<file path="config.mk">
export PLATFORM = sky130hd
export DESIGN_NAME = sar_ctrl
export DESIGN_NICKNAME = d
export VERILOG_FILES = /design/src/core/sar_ctrl.v /design/src/core/sar_search.v
export VERILOG_INCLUDE_DIRS = /design/src /design/src/include
export SDC_FILE = /design/constraint.sdc
export NUM_CORES = 1
export LEC_CHECK = 0
export ABC_CLOCK_PERIOD_IN_PS = 6000
export BUFFER_PORTS_ARGS = -buffer_cell sky130_fd_sc_hd__clkbuf_2
export CAP_MARGIN = 20
export CORE_MARGIN = 10
export CORE_UTILIZATION = 60
export CTS_BUF_LIST = sky130_fd_sc_hd__clkbuf_4 sky130_fd_sc_hd__clkbuf_8 sky130_fd_sc_hd__clkbuf_16
export CTS_CLUSTER_DIAMETER = 80
export DETAILED_ROUTE_END_ITERATION = 8
export PLACE_DENSITY = 0.84
export SETUP_SLACK_MARGIN = 0.4
export SYNTH_ARGS = -nofsm -noshare
export SYNTH_HDL_FRONTEND = slang
export SYNTH_SLANG_ARGS = --single-unit
</file>
<file path="constraint.sdc">
create_clock -name i_clk_sys -period 6 [get_ports i_clk_sys]
set_clock_uncertainty 0.1 [all_clocks]
set_input_delay 0 -clock i_clk_sys [delete_from_list [all_inputs] [get_ports i_clk_sys]]
set_output_delay 0 -clock i_clk_sys [all_outputs]
set_load 0.1 [all_outputs]
</file>
<file path="src/include/sar_regs.vh">
// register map, field positions, reset values and timing counts for the sar control block
`ifndef SAR_CTRL_REGS_VH
`define SAR_CTRL_REGS_VH

// ==========================================================================
// register byte offsets
`define SAR_OFS_CTRL     8'h00
`define SAR_OFS_STATUS   8'h04
`define SAR_OFS_RESULT   8'h08
`define SAR_OFS_RAW      8'h0C
`define SAR_OFS_COUNT    8'h10

// ==========================================================================
// control fields
`define SAR_CTRL_MODE_LO    0
`define SAR_CTRL_MODE_HI    1
`define SAR_CTRL_CODING     2
`define SAR_CTRL_PWRDN      3
`define SAR_CTRL_RESET      4
`define SAR_CTRL_START      5
`define SAR_CTRL_WIDTH      6
`define SAR_CTRL_RST_VAL    6'h00

// ==========================================================================
// speed and power modes
`define SAR_MODE_NORMAL  2'h0
`define SAR_MODE_LOWPWR  2'h1
`define SAR_MODE_FAST    2'h2

// ==========================================================================
// status fields
`define SAR_ST_BUSY      0
`define SAR_ST_VALID     1
`define SAR_ST_STALE     2
`define SAR_ST_PWRDN     3
`define SAR_ST_OVER      4
`define SAR_ST_UNDER     5

// ==========================================================================
// conversion geometry
`define SAR_BITS         16
`define SAR_MSB_IDX      4'hF
`define SAR_CODE_ZERO    16'h0000
`define SAR_CODE_FULL    16'hFFFF
`define SAR_CODE_TOP     16'h8000

// ==========================================================================
// timing: 100 MHz clock, 10 ns
`define SAR_CLK_NS          10
`define SAR_ACQ_NS          300
`define SAR_ACQ_CYC         ((`SAR_ACQ_NS + `SAR_CLK_NS - 1) / `SAR_CLK_NS)
`define SAR_STALE_MS        1
`define SAR_STALE_CYC       (`SAR_STALE_MS * 1000000 / `SAR_CLK_NS)
`define SAR_CNT_W           17
// sized copies of the two counts above, for the counters; keep them in step
`define SAR_ACQ_LOAD        9'h01E
`define SAR_STALE_LIM       17'h186A0
// a comparator decision crosses the two-stage synchroniser before it is used
`define SAR_CMP_WAIT        2'h2

`endif

</file>
<file path="src/core/sar_ctrl.v">
// conversion control of a 16-bit successive approximation converter
`timescale 1ns/1ns
`include "sar_regs.vh"

// Functional notes
// - falling start input ends acquisition, starts conversion
// - acquisition: array on input, dummy on ground
// - conversion: open samplers, array to reference ground
// - msb-first binary search over sixteen bits
// - form output code, then drop busy
// - result ready at end of same conversion
// - fast mode supports one million samples/second
// - normal mode 800 kSPS, no interval limit
// - low-power mode powers down between conversions
// - coding select: straight binary or twos complement
// - twos complement is binary with msb inverted
// - over-range gives full-scale code
// - under-range gives minimum code
// - busy high from start until result latched
// - low-power: start held low converts after acquisition
// - reset input aborts conversion in progress
// - power-down finishes current, then inhibits conversions
module sar_ctrl
(
    input  wire        i_clk_sys,      // system clock, 100 MHz
    input  wire        i_rst_n,        // async reset, active low
    input  wire [31:0] haddr,          // ahb address
    input  wire [1:0]  htrans,         // ahb transfer type
    input  wire        hwrite,         // ahb write
    input  wire [2:0]  hsize,          // ahb size
    input  wire [31:0] hwdata,         // ahb write data
    input  wire        hsel,           // ahb slave select
    input  wire        hready,         // ahb bus ready
    output wire [31:0] hrdata,         // ahb read data
    output wire        hreadyout,      // ahb slave ready
    output wire        hresp,          // ahb response, always okay
    input  wire        i_convert_start_n, // conversion start pin, falling edge
    input  wire        i_cmp_hi,       // comparator output pin
    input  wire        i_over_range,   // analog over-range detect pin
    input  wire        i_under_range,  // analog under-range detect pin
    output wire [15:0] o_array_switch, // array elements: 1 reference, 0 ref ground
    output reg         o_array_sample_switch, // array top plate sampling switch closed
    output reg         o_dummy_sample_switch, // dummy element sampling switch closed
    output reg         o_array_on_input,      // array bottoms tied to analog input
    output reg         o_dummy_on_ground,     // dummy tied to input ground
    output reg         o_analog_power,        // analog core powered
    output reg         o_busy,         // conversion in progress
    output reg  [15:0] o_result        // latched output code
);

    // ==========================================================================
    // states
    localparam [2:0] ST_OFF  = 3'h0;
    localparam [2:0] ST_ACQ  = 3'h1;
    localparam [2:0] ST_CONV = 3'h2;
    localparam [2:0] ST_FORM = 3'h3;
    localparam [2:0] ST_WAKE = 3'h4;

    reg  [2:0]  state_q;
    reg  [5:0]  ctrl_q;
    reg  [1:0]  cvs_sync_q;
    reg  [1:0]  cmp_sync_q;
    reg  [1:0]  ovr_sync_q;
    reg  [1:0]  und_sync_q;
    reg         cvs_prev_q;
    reg  [8:0]  acq_cnt_q;
    reg  [`SAR_CNT_W-1:0] idle_cnt_q;
    reg         stale_q;
    reg         stale_res_q;
    reg         valid_q;
    reg         ovr_res_q;
    reg         und_res_q;
    reg  [15:0] raw_q;
    reg  [15:0] count_q;
    reg  [7:0]  ap_addr_q;
    reg         ap_wr_q;
    reg         ap_rd_q;
    reg  [31:0] rdata_q;
    wire        srch_done;
    wire [15:0] srch_code;
    wire        start_fall;
    wire        start_low;
    wire        go;
    wire        abort;
    wire [1:0]  mode;
    reg  [15:0] code_bin;
    reg  [15:0] code_out;
    reg  [2:0]  state_d;

    assign mode  = ctrl_q[`SAR_CTRL_MODE_HI:`SAR_CTRL_MODE_LO];
    assign abort = ctrl_q[`SAR_CTRL_RESET];

    // ==========================================================================
    // pin synchronisers: first stage read only by the second
    always @(posedge i_clk_sys or negedge i_rst_n)
    begin
        if (!i_rst_n)
        begin
            cvs_sync_q <= 2'h3;
            cmp_sync_q <= 2'h0;
            ovr_sync_q <= 2'h0;
            und_sync_q <= 2'h0;
            cvs_prev_q <= 1'b1;
        end
        else
        begin
            cvs_sync_q <= {cvs_sync_q[0], i_convert_start_n};
            cmp_sync_q <= {cmp_sync_q[0], i_cmp_hi};
            ovr_sync_q <= {ovr_sync_q[0], i_over_range};
            und_sync_q <= {und_sync_q[0], i_under_range};
            cvs_prev_q <= cvs_sync_q[1];
        end
    end

    // software start bit acts as a falling edge on the pin
    assign start_fall = (cvs_prev_q & ~cvs_sync_q[1]) | ctrl_q[`SAR_CTRL_START];
    assign start_low  = ~cvs_sync_q[1];
    // low-power mode also accepts a start already held low after acquisition
    assign go = (state_q == ST_ACQ) && (acq_cnt_q == 9'h000) && !abort &&
                (start_fall || ((mode == `SAR_MODE_LOWPWR) && start_low));

    // ==========================================================================
    // main sequencer
    always @*
    begin
        state_d = state_q;
        case (state_q)
            ST_OFF:  if (!ctrl_q[`SAR_CTRL_PWRDN]) state_d = ST_WAKE;
            ST_WAKE: state_d = ST_ACQ;
            ST_ACQ:
            begin
                if (ctrl_q[`SAR_CTRL_PWRDN])
                    state_d = ST_OFF;
                else if (go)
                    state_d = ST_CONV;
            end
            ST_CONV: if (srch_done) state_d = ST_FORM;
            ST_FORM: state_d = ctrl_q[`SAR_CTRL_PWRDN] ? ST_OFF : ST_ACQ;
            default: state_d = ST_ACQ;
        endcase
        if (abort)
            state_d = ST_ACQ;
    end

    // over-range and under-range clamp before coding
    always @*
    begin
        code_bin = srch_code;
        if (ovr_sync_q[1])
            code_bin = `SAR_CODE_FULL;
        else if (und_sync_q[1])
            code_bin = `SAR_CODE_ZERO;
        code_out = code_bin;
        if (ctrl_q[`SAR_CTRL_CODING])
            code_out = code_bin ^ `SAR_CODE_TOP;
    end

    // ==========================================================================
    // state, switches, busy and result
    always @(posedge i_clk_sys or negedge i_rst_n)
    begin
        if (!i_rst_n)
        begin
            state_q               <= ST_ACQ;
            acq_cnt_q             <= 9'h000;
            o_array_sample_switch <= 1'b1;
            o_dummy_sample_switch <= 1'b1;
            o_array_on_input      <= 1'b1;
            o_dummy_on_ground     <= 1'b1;
            o_analog_power        <= 1'b1;
            o_busy                <= 1'b0;
            o_result              <= `SAR_CODE_ZERO;
            raw_q                 <= `SAR_CODE_ZERO;
            valid_q               <= 1'b0;
            stale_res_q           <= 1'b0;
            ovr_res_q             <= 1'b0;
            und_res_q             <= 1'b0;
            count_q               <= 16'h0000;
        end
        else
        begin
            state_q <= state_d;
            // acquisition time counts down after each conversion or wake
            if (state_d == ST_ACQ && state_q != ST_ACQ)
                acq_cnt_q <= `SAR_ACQ_LOAD;
            else if (acq_cnt_q != 9'h000)
                acq_cnt_q <= acq_cnt_q - 9'h001;
            // tracking in acquisition, frozen on reference ground in conversion
            o_array_sample_switch <= (state_d == ST_ACQ);
            o_dummy_sample_switch <= (state_d == ST_ACQ);
            o_array_on_input      <= (state_d == ST_ACQ);
            o_dummy_on_ground     <= (state_d == ST_ACQ);
            // low-power mode idles the analog core except around conversion;
            // the cycle entering acquisition still sees the old count, so skip it
            o_analog_power <= (state_d != ST_OFF) &&
                              !((mode == `SAR_MODE_LOWPWR) && state_q == ST_ACQ &&
                                state_d == ST_ACQ && acq_cnt_q == 9'h000 &&
                                !start_low);
            o_busy <= (state_d == ST_CONV) || (state_d == ST_FORM);
            // latch in the form cycle, busy drops the cycle after
            if (state_q == ST_CONV && srch_done && !abort)
            begin
                o_result    <= code_out;
                raw_q       <= srch_code;
                valid_q     <= 1'b1;
                stale_res_q <= stale_q && (mode == `SAR_MODE_FAST);
                ovr_res_q   <= ovr_sync_q[1];
                und_res_q   <= und_sync_q[1];
                count_q     <= count_q + 16'h0001;
            end
        end
    end

    // idle timer flags fast-mode results after a long gap
    always @(posedge i_clk_sys or negedge i_rst_n)
    begin
        if (!i_rst_n)
        begin
            idle_cnt_q <= {`SAR_CNT_W{1'b0}};
            stale_q    <= 1'b1;
        end
        else if (go)
        begin
            idle_cnt_q <= {`SAR_CNT_W{1'b0}};
        end
        else if (srch_done)
        begin
            stale_q    <= 1'b0;
        end
        else if (idle_cnt_q == `SAR_STALE_LIM)
        begin
            stale_q    <= 1'b1;
        end
        else
        begin
            idle_cnt_q <= idle_cnt_q + 1'b1;
        end
    end

    // three clocks per bit for the comparator synchroniser: with acquisition, under 1 us
    sar_search u_search
    (
        .i_clk_sys (i_clk_sys),
        .i_rst_n   (i_rst_n),
        .i_abort   (abort),
        .i_go      (go),
        .i_cmp_hi  (cmp_sync_q[1]),
        .o_trial   (o_array_switch),
        .o_done    (srch_done),
        .o_code    (srch_code)
    );

    // ==========================================================================
    // ahb-lite slave, zero wait states, always okay
    assign hreadyout = 1'b1;
    assign hresp     = 1'b0;
    assign hrdata    = rdata_q;

    always @(posedge i_clk_sys or negedge i_rst_n)
    begin
        if (!i_rst_n)
        begin
            ap_addr_q <= 8'h00;
            ap_wr_q   <= 1'b0;
            ap_rd_q   <= 1'b0;
        end
        else if (hready)
        begin
            ap_addr_q <= haddr[7:0];
            ap_wr_q   <= hsel & htrans[1] & hwrite;
            ap_rd_q   <= hsel & htrans[1] & ~hwrite;
        end
    end

    // read data registered at the address phase so it stands in the data phase
    always @(posedge i_clk_sys or negedge i_rst_n)
    begin
        if (!i_rst_n)
            rdata_q <= 32'h00000000;
        else if (hready && hsel && htrans[1] && !hwrite)
        begin
            case (haddr[7:0])
                `SAR_OFS_CTRL:   rdata_q <= {26'h0000000, ctrl_q};
                `SAR_OFS_STATUS: rdata_q <= {26'h0000000, und_res_q, ovr_res_q,
                                  (state_q == ST_OFF), stale_res_q, valid_q, o_busy};
                `SAR_OFS_RESULT: rdata_q <= {16'h0000, o_result};
                `SAR_OFS_RAW:    rdata_q <= {16'h0000, raw_q};
                `SAR_OFS_COUNT:  rdata_q <= {16'h0000, count_q};
                default:         rdata_q <= 32'h00000000;
            endcase
        end
    end

    // control writes; start self-clears, reset bit stays until cleared
    always @(posedge i_clk_sys or negedge i_rst_n)
    begin
        if (!i_rst_n)
            ctrl_q <= `SAR_CTRL_RST_VAL;
        else
        begin
            ctrl_q[`SAR_CTRL_START] <= 1'b0;
            if (ap_wr_q && ap_addr_q == `SAR_OFS_CTRL)
                ctrl_q <= hwdata[`SAR_CTRL_WIDTH-1:0];
        end
    end

endmodule // sar_ctrl

</file>
<file path="src/core/sar_search.v">
// successive approximation bit search over a 16-element weighted array
`timescale 1ns/1ns
`include "sar_regs.vh"

module sar_search
(
    input  wire        i_clk_sys,     // system clock
    input  wire        i_rst_n,       // async reset, active low
    input  wire        i_abort,       // synchronous abort
    input  wire        i_go,          // pulse: start a search
    input  wire        i_cmp_hi,      // comparator: trial not above input
    output wire [15:0] o_trial,       // array switch pattern under test
    output reg         o_done,        // pulse: search complete
    output reg  [15:0] o_code         // searched straight binary code
);

    reg  [15:0] bits_q;
    reg  [15:0] mask_q;
    reg  [1:0]  ph_q;
    reg         run_q;

    // trial = kept bits plus the bit now under test
    assign o_trial = bits_q | mask_q;

    // ==========================================================================
    // search steps, one bit per three clocks from the msb
    always @(posedge i_clk_sys or negedge i_rst_n)
    begin
        if (!i_rst_n)
        begin
            bits_q <= `SAR_CODE_ZERO;
            mask_q <= `SAR_CODE_ZERO;
            ph_q   <= 2'h0;
            run_q  <= 1'b0;
            o_done <= 1'b0;
            o_code <= `SAR_CODE_ZERO;
        end
        else
        begin
            o_done <= 1'b0;
            if (i_abort)
            begin
                run_q  <= 1'b0;
                ph_q   <= 2'h0;
                mask_q <= `SAR_CODE_ZERO;
            end
            else if (i_go)
            begin
                bits_q <= `SAR_CODE_ZERO;
                mask_q <= `SAR_CODE_TOP;
                ph_q   <= 2'h0;
                run_q  <= 1'b1;
            end
            else if (run_q && ph_q != `SAR_CMP_WAIT)
            begin
                // judging earlier would use the answer to the previous trial
                ph_q <= ph_q + 2'h1;
            end
            else if (run_q)
            begin
                ph_q <= 2'h0;
                // keep the bit when the comparator stays balanced toward input
                if (i_cmp_hi)
                    bits_q <= bits_q | mask_q;
                mask_q <= mask_q >> 1;
                if (mask_q[0])
                begin
                    run_q  <= 1'b0;
                    o_done <= 1'b1;
                    o_code <= i_cmp_hi ? (bits_q | mask_q) : bits_q;
                end
            end
        end
    end

endmodule // sar_search

</file>
**Yosys cells after proc, flatten, opt, wreduce, memory -nomap -nowiden**

Cells that the tools add are included.

- Register bits: 193
- Input bits: 78
- Output and inout port bits: 72
- Word-level logic and storage cells: 143

- Add/sub/neg operators: 4
- Equal/unequal tests: 19
- Multiplexer cells: 41
- Bitwise operators: 10
- Reductions and logical operators: 39

Operators by type and width:

| operator | count |
|---|---|
| 16-bit two-way mux | 11 |
| 16-bit case mux with 5 select lines | 1 |
| 17-bit two-way mux | 3 |
| 1-bit logical AND | 18 |
| 9-bit two-way mux | 2 |
| 17-bit by 1-bit adder with 17-bit output (second input constant) | 1 |
| 17-bit == test (second input constant) | 1 |
| 16-bit by 1-bit adder with 16-bit output (second input constant) | 1 |
| 8-bit by 4-bit == test with 1-bit output (second input constant) | 2 |
| 8-bit zero test | 2 |
| 16-bit OR | 1 |
| 3-bit two-way mux | 5 |
| 1-bit two-way mux | 13 |
| 3-bit by 2-bit == test with 1-bit output (second input constant) | 4 |
| 3-bit case mux with 4 select lines | 1 |
| 9-bit zero test | 1 |
| 9-bit nonzero test | 1 |
| 9-bit by 1-bit subtractor with 9-bit output (second input constant) | 1 |
| 8-bit by 3-bit == test with 1-bit output (second input constant) | 1 |
| 8-bit by 5-bit == test with 1-bit output (second input constant) | 1 |
| 2-bit two-way mux | 4 |
| 2-bit inequality test (second input constant) | 4 |
| 3-bit by 1-bit == test with 1-bit output (second input constant) | 2 |
| 6-bit two-way mux | 1 |
| other kinds (17) | 31 |

**Depth between registers and ports, before layout**

Gate-level depths: netlist of run 1.

- Depth after elaboration: 15
- Mapped depth: 9
- Mapped depth without buffers: 7

**Hierarchy**

Synthesis of run 1 repeated with hierarchy kept, for this count alone.

- Cell total of the unflattened synthesis: 787
- Area total of the unflattened synthesis: 8287.9 um2

Modules (own cells, without submodules):

| module | instances | cells each | area an instance (um2) | seq. area each (um2) |
|---|---|---|---|---|
| sar_ctrl | 1 | 556 | 6019.5 | 3136.8 |
| sar_search | 1 | 231 | 2268.4 | 1301.2 |

**Least setup slack after synthesis of run 1**

OpenSTA, ideal clock, no wires.

- Path type: reg-to-reg
- Start: register acq_cnt_q[0]
- End: register u_search.bits_q[10]
- Library setup time: 0.121 ns
- Arrival: 1.875 ns
- Required time: 5.779 ns
- Path slack: 3.904 ns
- Cell stages (with the launch flop): 10
- Buffers on the path: 2
- Period minus slack after synthesis: 2.096 ns
- Path through: dfrtp_1 > inv_1 > ha_1 > nor4b_4 > and3_4 > nand2_2 > or2_1 > buf_2 > buf_6 > a22o_1

- Word-level cells in the longest chain between the ends: 6
- Elaborated cells on any way between the ends: 8
- Those cells by class: 1 x eq/ne; 1 x mux; 6 x reduce/logical

Ends and longest elaborated chain:

| what | line | RTL |
|---|---|---|
| start, declared | sar_ctrl.v:66 | `reg [8:0] acq_cnt_q;` |
| start signal, assigned | sar_ctrl.v:185 | `` acq_cnt_q <= `SAR_ACQ_LOAD; `` |
| start signal, assigned | sar_ctrl.v:187 | `acq_cnt_q <= acq_cnt_q - 9'h001;` |
| 9-bit zero test * | sar_ctrl.v:119 | `assign go = (state_q == ST_ACQ) && (acq_cnt_q == 9'h000) && !abort &&` |
| 1-bit logical AND * (3 in series) | sar_ctrl.v:119 |  |
| 2-bit inequality test (no line) or 2-bit nonzero test (tied branches) | - |  |
| 3-bit AND reduction (no line) | - |  |
| end signal, assigned | sar_search.v:31 | `` bits_q <= `SAR_CODE_ZERO; `` |
| end signal, assigned | sar_search.v:49 | `` bits_q <= `SAR_CODE_ZERO; `` |
| end signal, assigned | sar_search.v:64 | `bits_q <= bits_q \| mask_q;` |
| end, declared | sar_search.v:17 | `reg [15:0] bits_q;` |

Every way passes the cells marked *; elsewhere a longest branch is shown, timed or not.
A chain may end at the register's enable or synchronous reset.

**Final worst setup path of run 1**

- Start: register acq_cnt_q[0]
- End: register u_search.bits_q[2]

Same word-level chain as after synthesis.

==> run summary, run 1 <==
Status: finished clean
Number of synthesized flops with an enable pin: 0
Synth area leaders: dfrtp_1 (54%), nand2_1 (7.0%), a21oi_1 (4.6%), mux2_2 (3.4%), xnor2_1 (2.5%)
Syn Inst Count: 770
Num rows: 41
Post-CTS Setup Bufs: 0
Clk buf depth: 2
Most frequent cells after synthesis: dfrtp_1 (170), nand2_1 (148), a21oi_1 (73)
Final Non-Filler Cells: 1,038
Pin count of the biggest net entering global routing: 100
Pwr/cell area: 301 mW/mm^2
Reg2Reg Depth: 7
Critical Path Max Stage Delay: 0.88 ns
Worst Path Arrival: 2.97 ns
Synth area leader: dfrtp_1
RSZ-0062 raised after global routing: false
DRC Markers: 0
Clock latency on the worst-skew pair: 0.43 ns
CP Depth: 7
Worst Tran Pin Value: 1.06 ns
LEAKAGE: 4.35 nW
Final hold violations: 0
Via/cell ratio: 5.74
TNS Setup: 0 ns
Worst-path clk slew: 0.06 ns
Vias in the first global route: 6,113
Ant. Diodes: 0
Die height: 135 microns
Setup crit end kind: flop
All-Layer GR Usage: 20.5%
Hpwl dp: 11,800 microns
Area Growth Syn to Fin: 15.6%
Share of post-route cells with drive strength above 1: 20.3%
Placer Congestion: 0.802
Final period util: 45.1%
Port Buffers: 77
Die Area: 0.0182 sq mm
Die width: 135 microns
Hold path cells: 2
Synth Register Bits: 177
Multi-input logic area: 0.00318 sq mm
Post-synth top flop: dfrtp_1
Crit Path Category: flop to flop
Routed WL per cell: 17.7 microns
Post_cts resized: 0
H-tree depth: 4
Crit path max-delay family: simple AND/OR/NAND/NOR gates
Via count: 5,956
CTS tree: built
Async S/R FF share, synth: 100%
Hold Crit Class: input pin to flop
Dpl cells: 981
Worst rel slew slack: 28.7%
Initial DRC count: 489
Startpoint types: flop
I/O Pins: 150
Core area: 0.0128 sq mm
Clock sink count: 177
Grt ovf: 0
Pre-antenna DRT Iters: 5
Post-route minimum period: 2.71 ns
Max-Cap Viols: 0
Fill count: 858
Top-count cell post-synth: dfrtp_1
First-pass GRT wire length: 30,300 microns
Synth Area per Inst: 10.3 sq um
Sequential share of the synthesized area: 55.9%
Mapped Area: 0.00794 sq mm
Sequential Area: 0.00444 sq mm
Initial antenna violation count: 0
Final ANT Viol Nets: 0
Final WL: 18,300 microns
Synth warn: 0
Required time of the critical path: 6.26 ns
Root buffer cell: clkbuf_16
Final net count: 938
Crit path max fanout: 18
Slowest CP cell: nor3_2
Buf+Inv Stages, Crit Path: 1
# setup viols final: 0
Peak VDD IR: 0.000166 V
Synth unique cells: 57
Num CTS Buffers: 17
Initial core utilization: 62.2%
Cell breakdown of the critical path: inv_1 > ha_1 > nor4b_4 > and3_4 > a21o_1 > nor3_2 > a22o_1
Fin. max-slew vios: 0
Yosys top cell area share: 53.6%
Fmax: 369 MHz
sequential cells by signal, summed over array words and instances (netlist names), 2 cells and up:
register and flops:
acq_cnt_q 9, ap_addr_q 8, cmp_sync_q 2, count_q 16, ctrl_q 6, cvs_sync_q 2
hrdata 16, idle_cnt_q 17, o_result 16, ovr_sync_q 2, raw_q 16, state_q 3
u_search.bits_q 16, u_search.mask_q 16, u_search.o_code 16, u_search.ph_q 2, und_sync_q 2
worst paths after layout:
check / slack [ns] / to / start
setup / recovery: 3.29 / u_search.bits_q[2] / acq_cnt_q[0]
hold / removal: 0.04 / ap_addr_q[4] / haddr[4]
max in group asynchronous: 4.16 / u_search.o_done / i_rst_n
min in group asynchronous: 0.13 / idle_cnt_q[15] / i_rst_n
hold reg to reg: 0.25 / und_sync_q[1] / und_sync_q[0]
setup reg to reg: 3.29 / u_search.bits_q[2] / acq_cnt_q[0]
layout make-up:
cell class / instances / share of cell area, %
flip-flops and latches: 177 / 48.4
multi-input cells: 537 / 34.7
repair buffers: 107 / 7.43
clock buffers: 25 / 5.84
well taps: 172 / 2.35
clock inverters: 6 / 0.750
inverters: 14 / 0.573
worst register-to-register path, stage by stage, from the launching register on:
cell     delay, ns
dfrtp_1       0.36
inv_1         0.11
ha_1          0.22
nor4b_4       0.15
and3_4        0.21
a21o_1        0.37
nor3_2        0.89
a22o_1        0.25
through the flow:
step                      instance area, sq um  setup slack [ns]  power (mW)  utilization, %  hold WS [ns]
after floorplan                           8000              3.90        1.57               -        -0.396
after detailed placement                  8310              3.38        1.65            65.1      -0.00946
final                                     9180              3.29        2.76            71.8        0.0392
after CTS                                 9180              3.34        2.76            71.8        0.0128
after global placement                    8310              3.39        1.62            65.1       -0.0109
after global routing                      9180              3.16        2.85            71.8        0.0550
cell families (layout without fill, tap and decap cells):
kind of cell / after synthesis / in the layout / share of synthesized area, %
AOI/OAI and AO/OA: 151 / 151 / 11.2
xor gates and xnor gates: 36 / 36 / 3.97
DFF: 177 / 177 / 55.9
and+or+nand+nor: 296 / 296 / 18.2
buffers and inverters: 72 / 152 / 4.76
adders and majority gates: 6 / 6 / 0.946
muxes: 30 / 30 / 4.95
other: 2 / 18 / 0.0946
per-layer routing:
| metal | global-route usage (%) | part of all wire (%) | vias to the layer above |
|---|---|---|---|
| li1 | - | - | 2772 |
| met1 | 25.6 | 43 | 2963 |
| met2 | 33.8 | 50 | 196 |
| met3 | 5.04 | 6.0 | 25 |
| met4 | 7.54 | 1.7 | 0 |
| met5 | 0 | 0 | - |
cells in the final DEF (no fill, tap or decap), types with 7 or more instances in the layout:
master         netlist  layout
mux2_2              24      24
dfrtp_1            170     170
inv_1               13      13
a22oi_1             10      10
xor2_1              13      13
nand3_1             12      12
nor2_1              51      51
dlygate4sd3_1        0      26
nand4_1             10      10
nand2_1            148     148
clkbuf_8             0       8
xnor2_1             23      23
a22o_1              16      16
nor3_1              12      12
a21oi_1             73      73
conb_1               2      18
o21ai_0             33      33
dfstp_2              7       7
or2_2               17      17
clkbuf_16            0      17
clkbuf_2             0      76
what timing repair did:
action | CTS | global route
setup endpoints to repair | 0 | 0
endpoints found under the hold margin | 126 | 0
hold buffers | 26 | 0
power breakdown:
| group | total, mW | switching [mW] | internal, mW |
|---|---|---|---|
| Clock | 1.11 | 0.452 | 0.660 |
| Sequential | 1.32 | 0.0704 | 1.25 |
| Combinational | 0.327 | 0.217 | 0.110 |
| Total | 2.76 | 0.740 | 2.02 |
Note: power is estimated with default switching activity, not from simulation.
==> run 2, diff against run 1 <==
--- a/config.mk
+++ b/config.mk
@@ -6,15 +6,15 @@
 export SDC_FILE = /design/constraint.sdc
 export NUM_CORES = 1
 export LEC_CHECK = 0
-export ABC_CLOCK_PERIOD_IN_PS = 6000
+export ABC_CLOCK_PERIOD_IN_PS = 2450
 export BUFFER_PORTS_ARGS = -buffer_cell sky130_fd_sc_hd__clkbuf_2
 export CAP_MARGIN = 20
 export CORE_MARGIN = 10
-export CORE_UTILIZATION = 60
+export CORE_UTILIZATION = 50
 export CTS_BUF_LIST = sky130_fd_sc_hd__clkbuf_4 sky130_fd_sc_hd__clkbuf_8 sky130_fd_sc_hd__clkbuf_16
 export CTS_CLUSTER_DIAMETER = 80
 export DETAILED_ROUTE_END_ITERATION = 8
-export PLACE_DENSITY = 0.84
+export PLACE_DENSITY = 0.75
 export SETUP_SLACK_MARGIN = 0.4
 export SYNTH_ARGS = -nofsm -noshare
 export SYNTH_HDL_FRONTEND = slang
==> constraint.sdc (replaced) <==
create_clock -name i_clk_sys -period 2.45 [get_ports i_clk_sys]
set_clock_uncertainty 0.1 [all_clocks]
set_input_delay 0 -clock i_clk_sys [delete_from_list [all_inputs] [get_ports i_clk_sys]]
set_output_delay 0 -clock i_clk_sys [all_outputs]
set_load 0.1 [all_outputs]
==> run summary, run 2 (same netlist as run 1, synthesis figures left out) <==
Pin count of the biggest net entering global routing: 76 (was 100)
TNS Setup: 0 ns (unchanged)
First-pass GRT wire length: 29,600 microns (was 30,300 microns)
Startpoint types: flop (unchanged)
LEAKAGE: 4.54 nW (was 4.35 nW)
Pwr/cell area: 690 mW/mm^2 (was 301 mW/mm^2)
Power consumption: 6.64 mW (was 2.76 mW)
# setup viols final: 0 (unchanged)
Fill count: 1,253 (was 858)
Sequential Area: 0.00444 sq mm (about the same)
Die Area: 0.0213 sq mm (was 0.0182 sq mm)
Multi-input logic area: 0.00328 sq mm (was 0.00318 sq mm)
Final hold violations: 0 (unchanged)
Port Buffers: 77 (unchanged)
Min-Delay Startpoint: haddr[2] (was haddr[4])
Most frequent cells in the layout: dfrtp_1 (169), nand2_1 (148), clkbuf_2 (76) (was dfrtp_1 (170), nand2_1 (148), clkbuf_2 (76))
Clk buf depth: 2 (unchanged)
Required time of the critical path: 2.67 ns (was 6.26 ns)
Via/cell ratio: 5.29 (was 5.74)
Final net count: 968 (was 938)
Worst Path Arrival: 2.27 ns (was 2.97 ns)
Final ANT Viol Nets: 0 (unchanged)
Peak VDD IR: 0.000536 V (was 0.000166 V)
H-tree depth: 4 (unchanged)
Final WL: 18,600 microns (was 18,300 microns)
Max FFs per register: 17 (unchanged)
Fin. max-slew vios: 0 (unchanged)
I/O Pins: 150 (unchanged)
Num CTS Buffers: 17 (unchanged)
Post-place setup slack: 0.0930 ns (was 3.38 ns)
DRC Markers: 0 (unchanged)
Initial antenna violation count: 0 (unchanged)
Clock latency on the worst-skew pair: 0.43 ns (about the same)
Worst rel slew slack: 53.7% (was 28.7%)
Commonest non-fill, non-tap cell in the layout: dfrtp_1 (unchanged)
Initial core utilization: 50.5% (was 62.2%)
Worst Tran Pin Value: 0.694 ns (was 1.06 ns)
Via count: 5,887 (was 5,956)
Num rows: 46 (was 41)
Max-Cap Viols: 0 (unchanged)
Reg2reg start: acq_cnt_q[1] (was acq_cnt_q[0])
Setup crit end kind: flop (unchanged)
Die width: 146 microns (was 135 microns)
Area Growth Syn to Fin: 21.2% (was 15.6%)
Final period util: 83.7% (was 45.1%)
Hold Path End: ap_addr_q[2] (was ap_addr_q[4])
Status: finished clean (unchanged)
Die height: 146 microns (was 135 microns)
Hpwl dp: 12,200 microns (was 11,800 microns)
CTS tree: built (unchanged)
Crit path max fanout: 8 (was 18)
Fmax: 488 MHz (was 369 MHz)
Grt ovf: 0 (unchanged)
Ant. Diodes: 0 (unchanged)
All-Layer GR Usage: 16.9% (was 20.5%)
Final worst-path setup slack: 0.400 ns (was 3.29 ns)
Routed WL per cell: 16.7 microns (was 17.7 microns)
Pre-antenna DRT Iters: 4 (was 5)
Clock sink count: 177 (unchanged)
Root buffer cell: clkbuf_16 (unchanged)
Initial DRC count: 494 (was 489)
FF-to-FF setup slack: 0.40 ns (was 3.29 ns)
FF-to-FF End: u_search.bits_q[13] (was u_search.bits_q[2])
Placer Congestion: 0.841 (was 0.802)
Reg2Reg Depth: 9 (was 7)
Vias in the first global route: 5,691 (was 6,113)
Worst-path clk slew: 0.06 ns (about the same)
RSZ-0062 raised after global routing: true (was false)
Core area: 0.0157 sq mm (was 0.0128 sq mm)
Hold Crit Class: input pin to flop (unchanged)
Hold path cells: 2 (unchanged)
Share of post-route cells with drive strength above 1: 24.6% (was 20.3%)
Biggest register: idle_cnt_q (unchanged)
Crit Path Category: flop to flop (unchanged)
Post-route minimum period: 2.05 ns (was 2.71 ns)
[run 2: changes by cell type in the layout (fill, tap and decap cells not counted), moves of 3 or more]
cell | before | now
clkbuf_8 | 8 | 4
buf_12 | 0 | 6
clkinv_2 | 1 | 4
nor2_2 | 0 | 3
nor2_1 | 51 | 48
buf_6 | 1 | 4
clkbuf_4 | 0 | 3
buf_4 | 4 | 22
[run 2: metal layers]
metal  wire length (microns)  global-route usage, %
met2                    9070                   26.4
met5                       0                      0
met4                     397                   6.36
met3                     945                   4.17
met1                    8210                   22.3
[run 2: worst max-delay path by stage]
stage / slack [ns] / endpoint / from
after global routing: 0.30 / u_search.bits_q[13] / acq_cnt_q[0]
after CTS: 0.40 / u_search.o_code[10] / acq_cnt_q[0]
after floorplan: 0.41 / u_search.bits_q[10] / acq_cnt_q[0]
final: 0.40 / u_search.bits_q[13] / acq_cnt_q[1]
after global placement: 0.17 / u_search.bits_q[10] / acq_cnt_q[0]
after detailed placement: 0.09 / u_search.bits_q[2] / acq_cnt_q[0]
[run 2: timing repair]
item,4_1_cts,5_1_grt
setup buffers,4,9
hold endpoints to repair,178,0
setup endpoints to repair,31,50
cloned,0,3
hold buffers,26,0
resized for setup,7,17
pin swaps,4,8
[run 2: critical path: stages (launching register included)]
cell and delay, ns:
dfrtp_1 0.40, inv_2 0.10, ha_4 0.12, nor4b_4 0.26, and3_4 0.28, buf_6 0.10
a21o_1 0.16, nor3_4 0.08, clkbuf_16 0.16, a22o_1 0.18
[run 2: layout make-up]
class,count,area share (%)
multi-input combinational,538,34.1
sequential,177,46.1
clock inverter,8,0.559
tap,216,2.81
timing repair buffer,136,10.6
clock buffer,24,5.23
inverter,14,0.546
[run 2: report_power, final]
group	internal [mW]	total, mW	switching (mW)	leakage [nW]
Sequential	3.06	3.22	0.154	2.37
Combinational	0.322	0.882	0.560	1.89
Clock	1.44	2.54	1.10	0.281
[run 2: per-stage QoR]
stage / hold WS [ns] / cells / utilization, % / area, sq um
floorplan: -0.396 / 786 / - / 8010
global placement: -0.0383 / 1039 / 54.2 / 8520
detailed placement: -0.0361 / 1039 / 54.2 / 8520
CTS: 0.0256 / 1101 / 59.9 / 9410
global route: 0.0541 / 1113 / 61.2 / 9620
finish: 0.0335 / 1113 / 61.2 / 9620
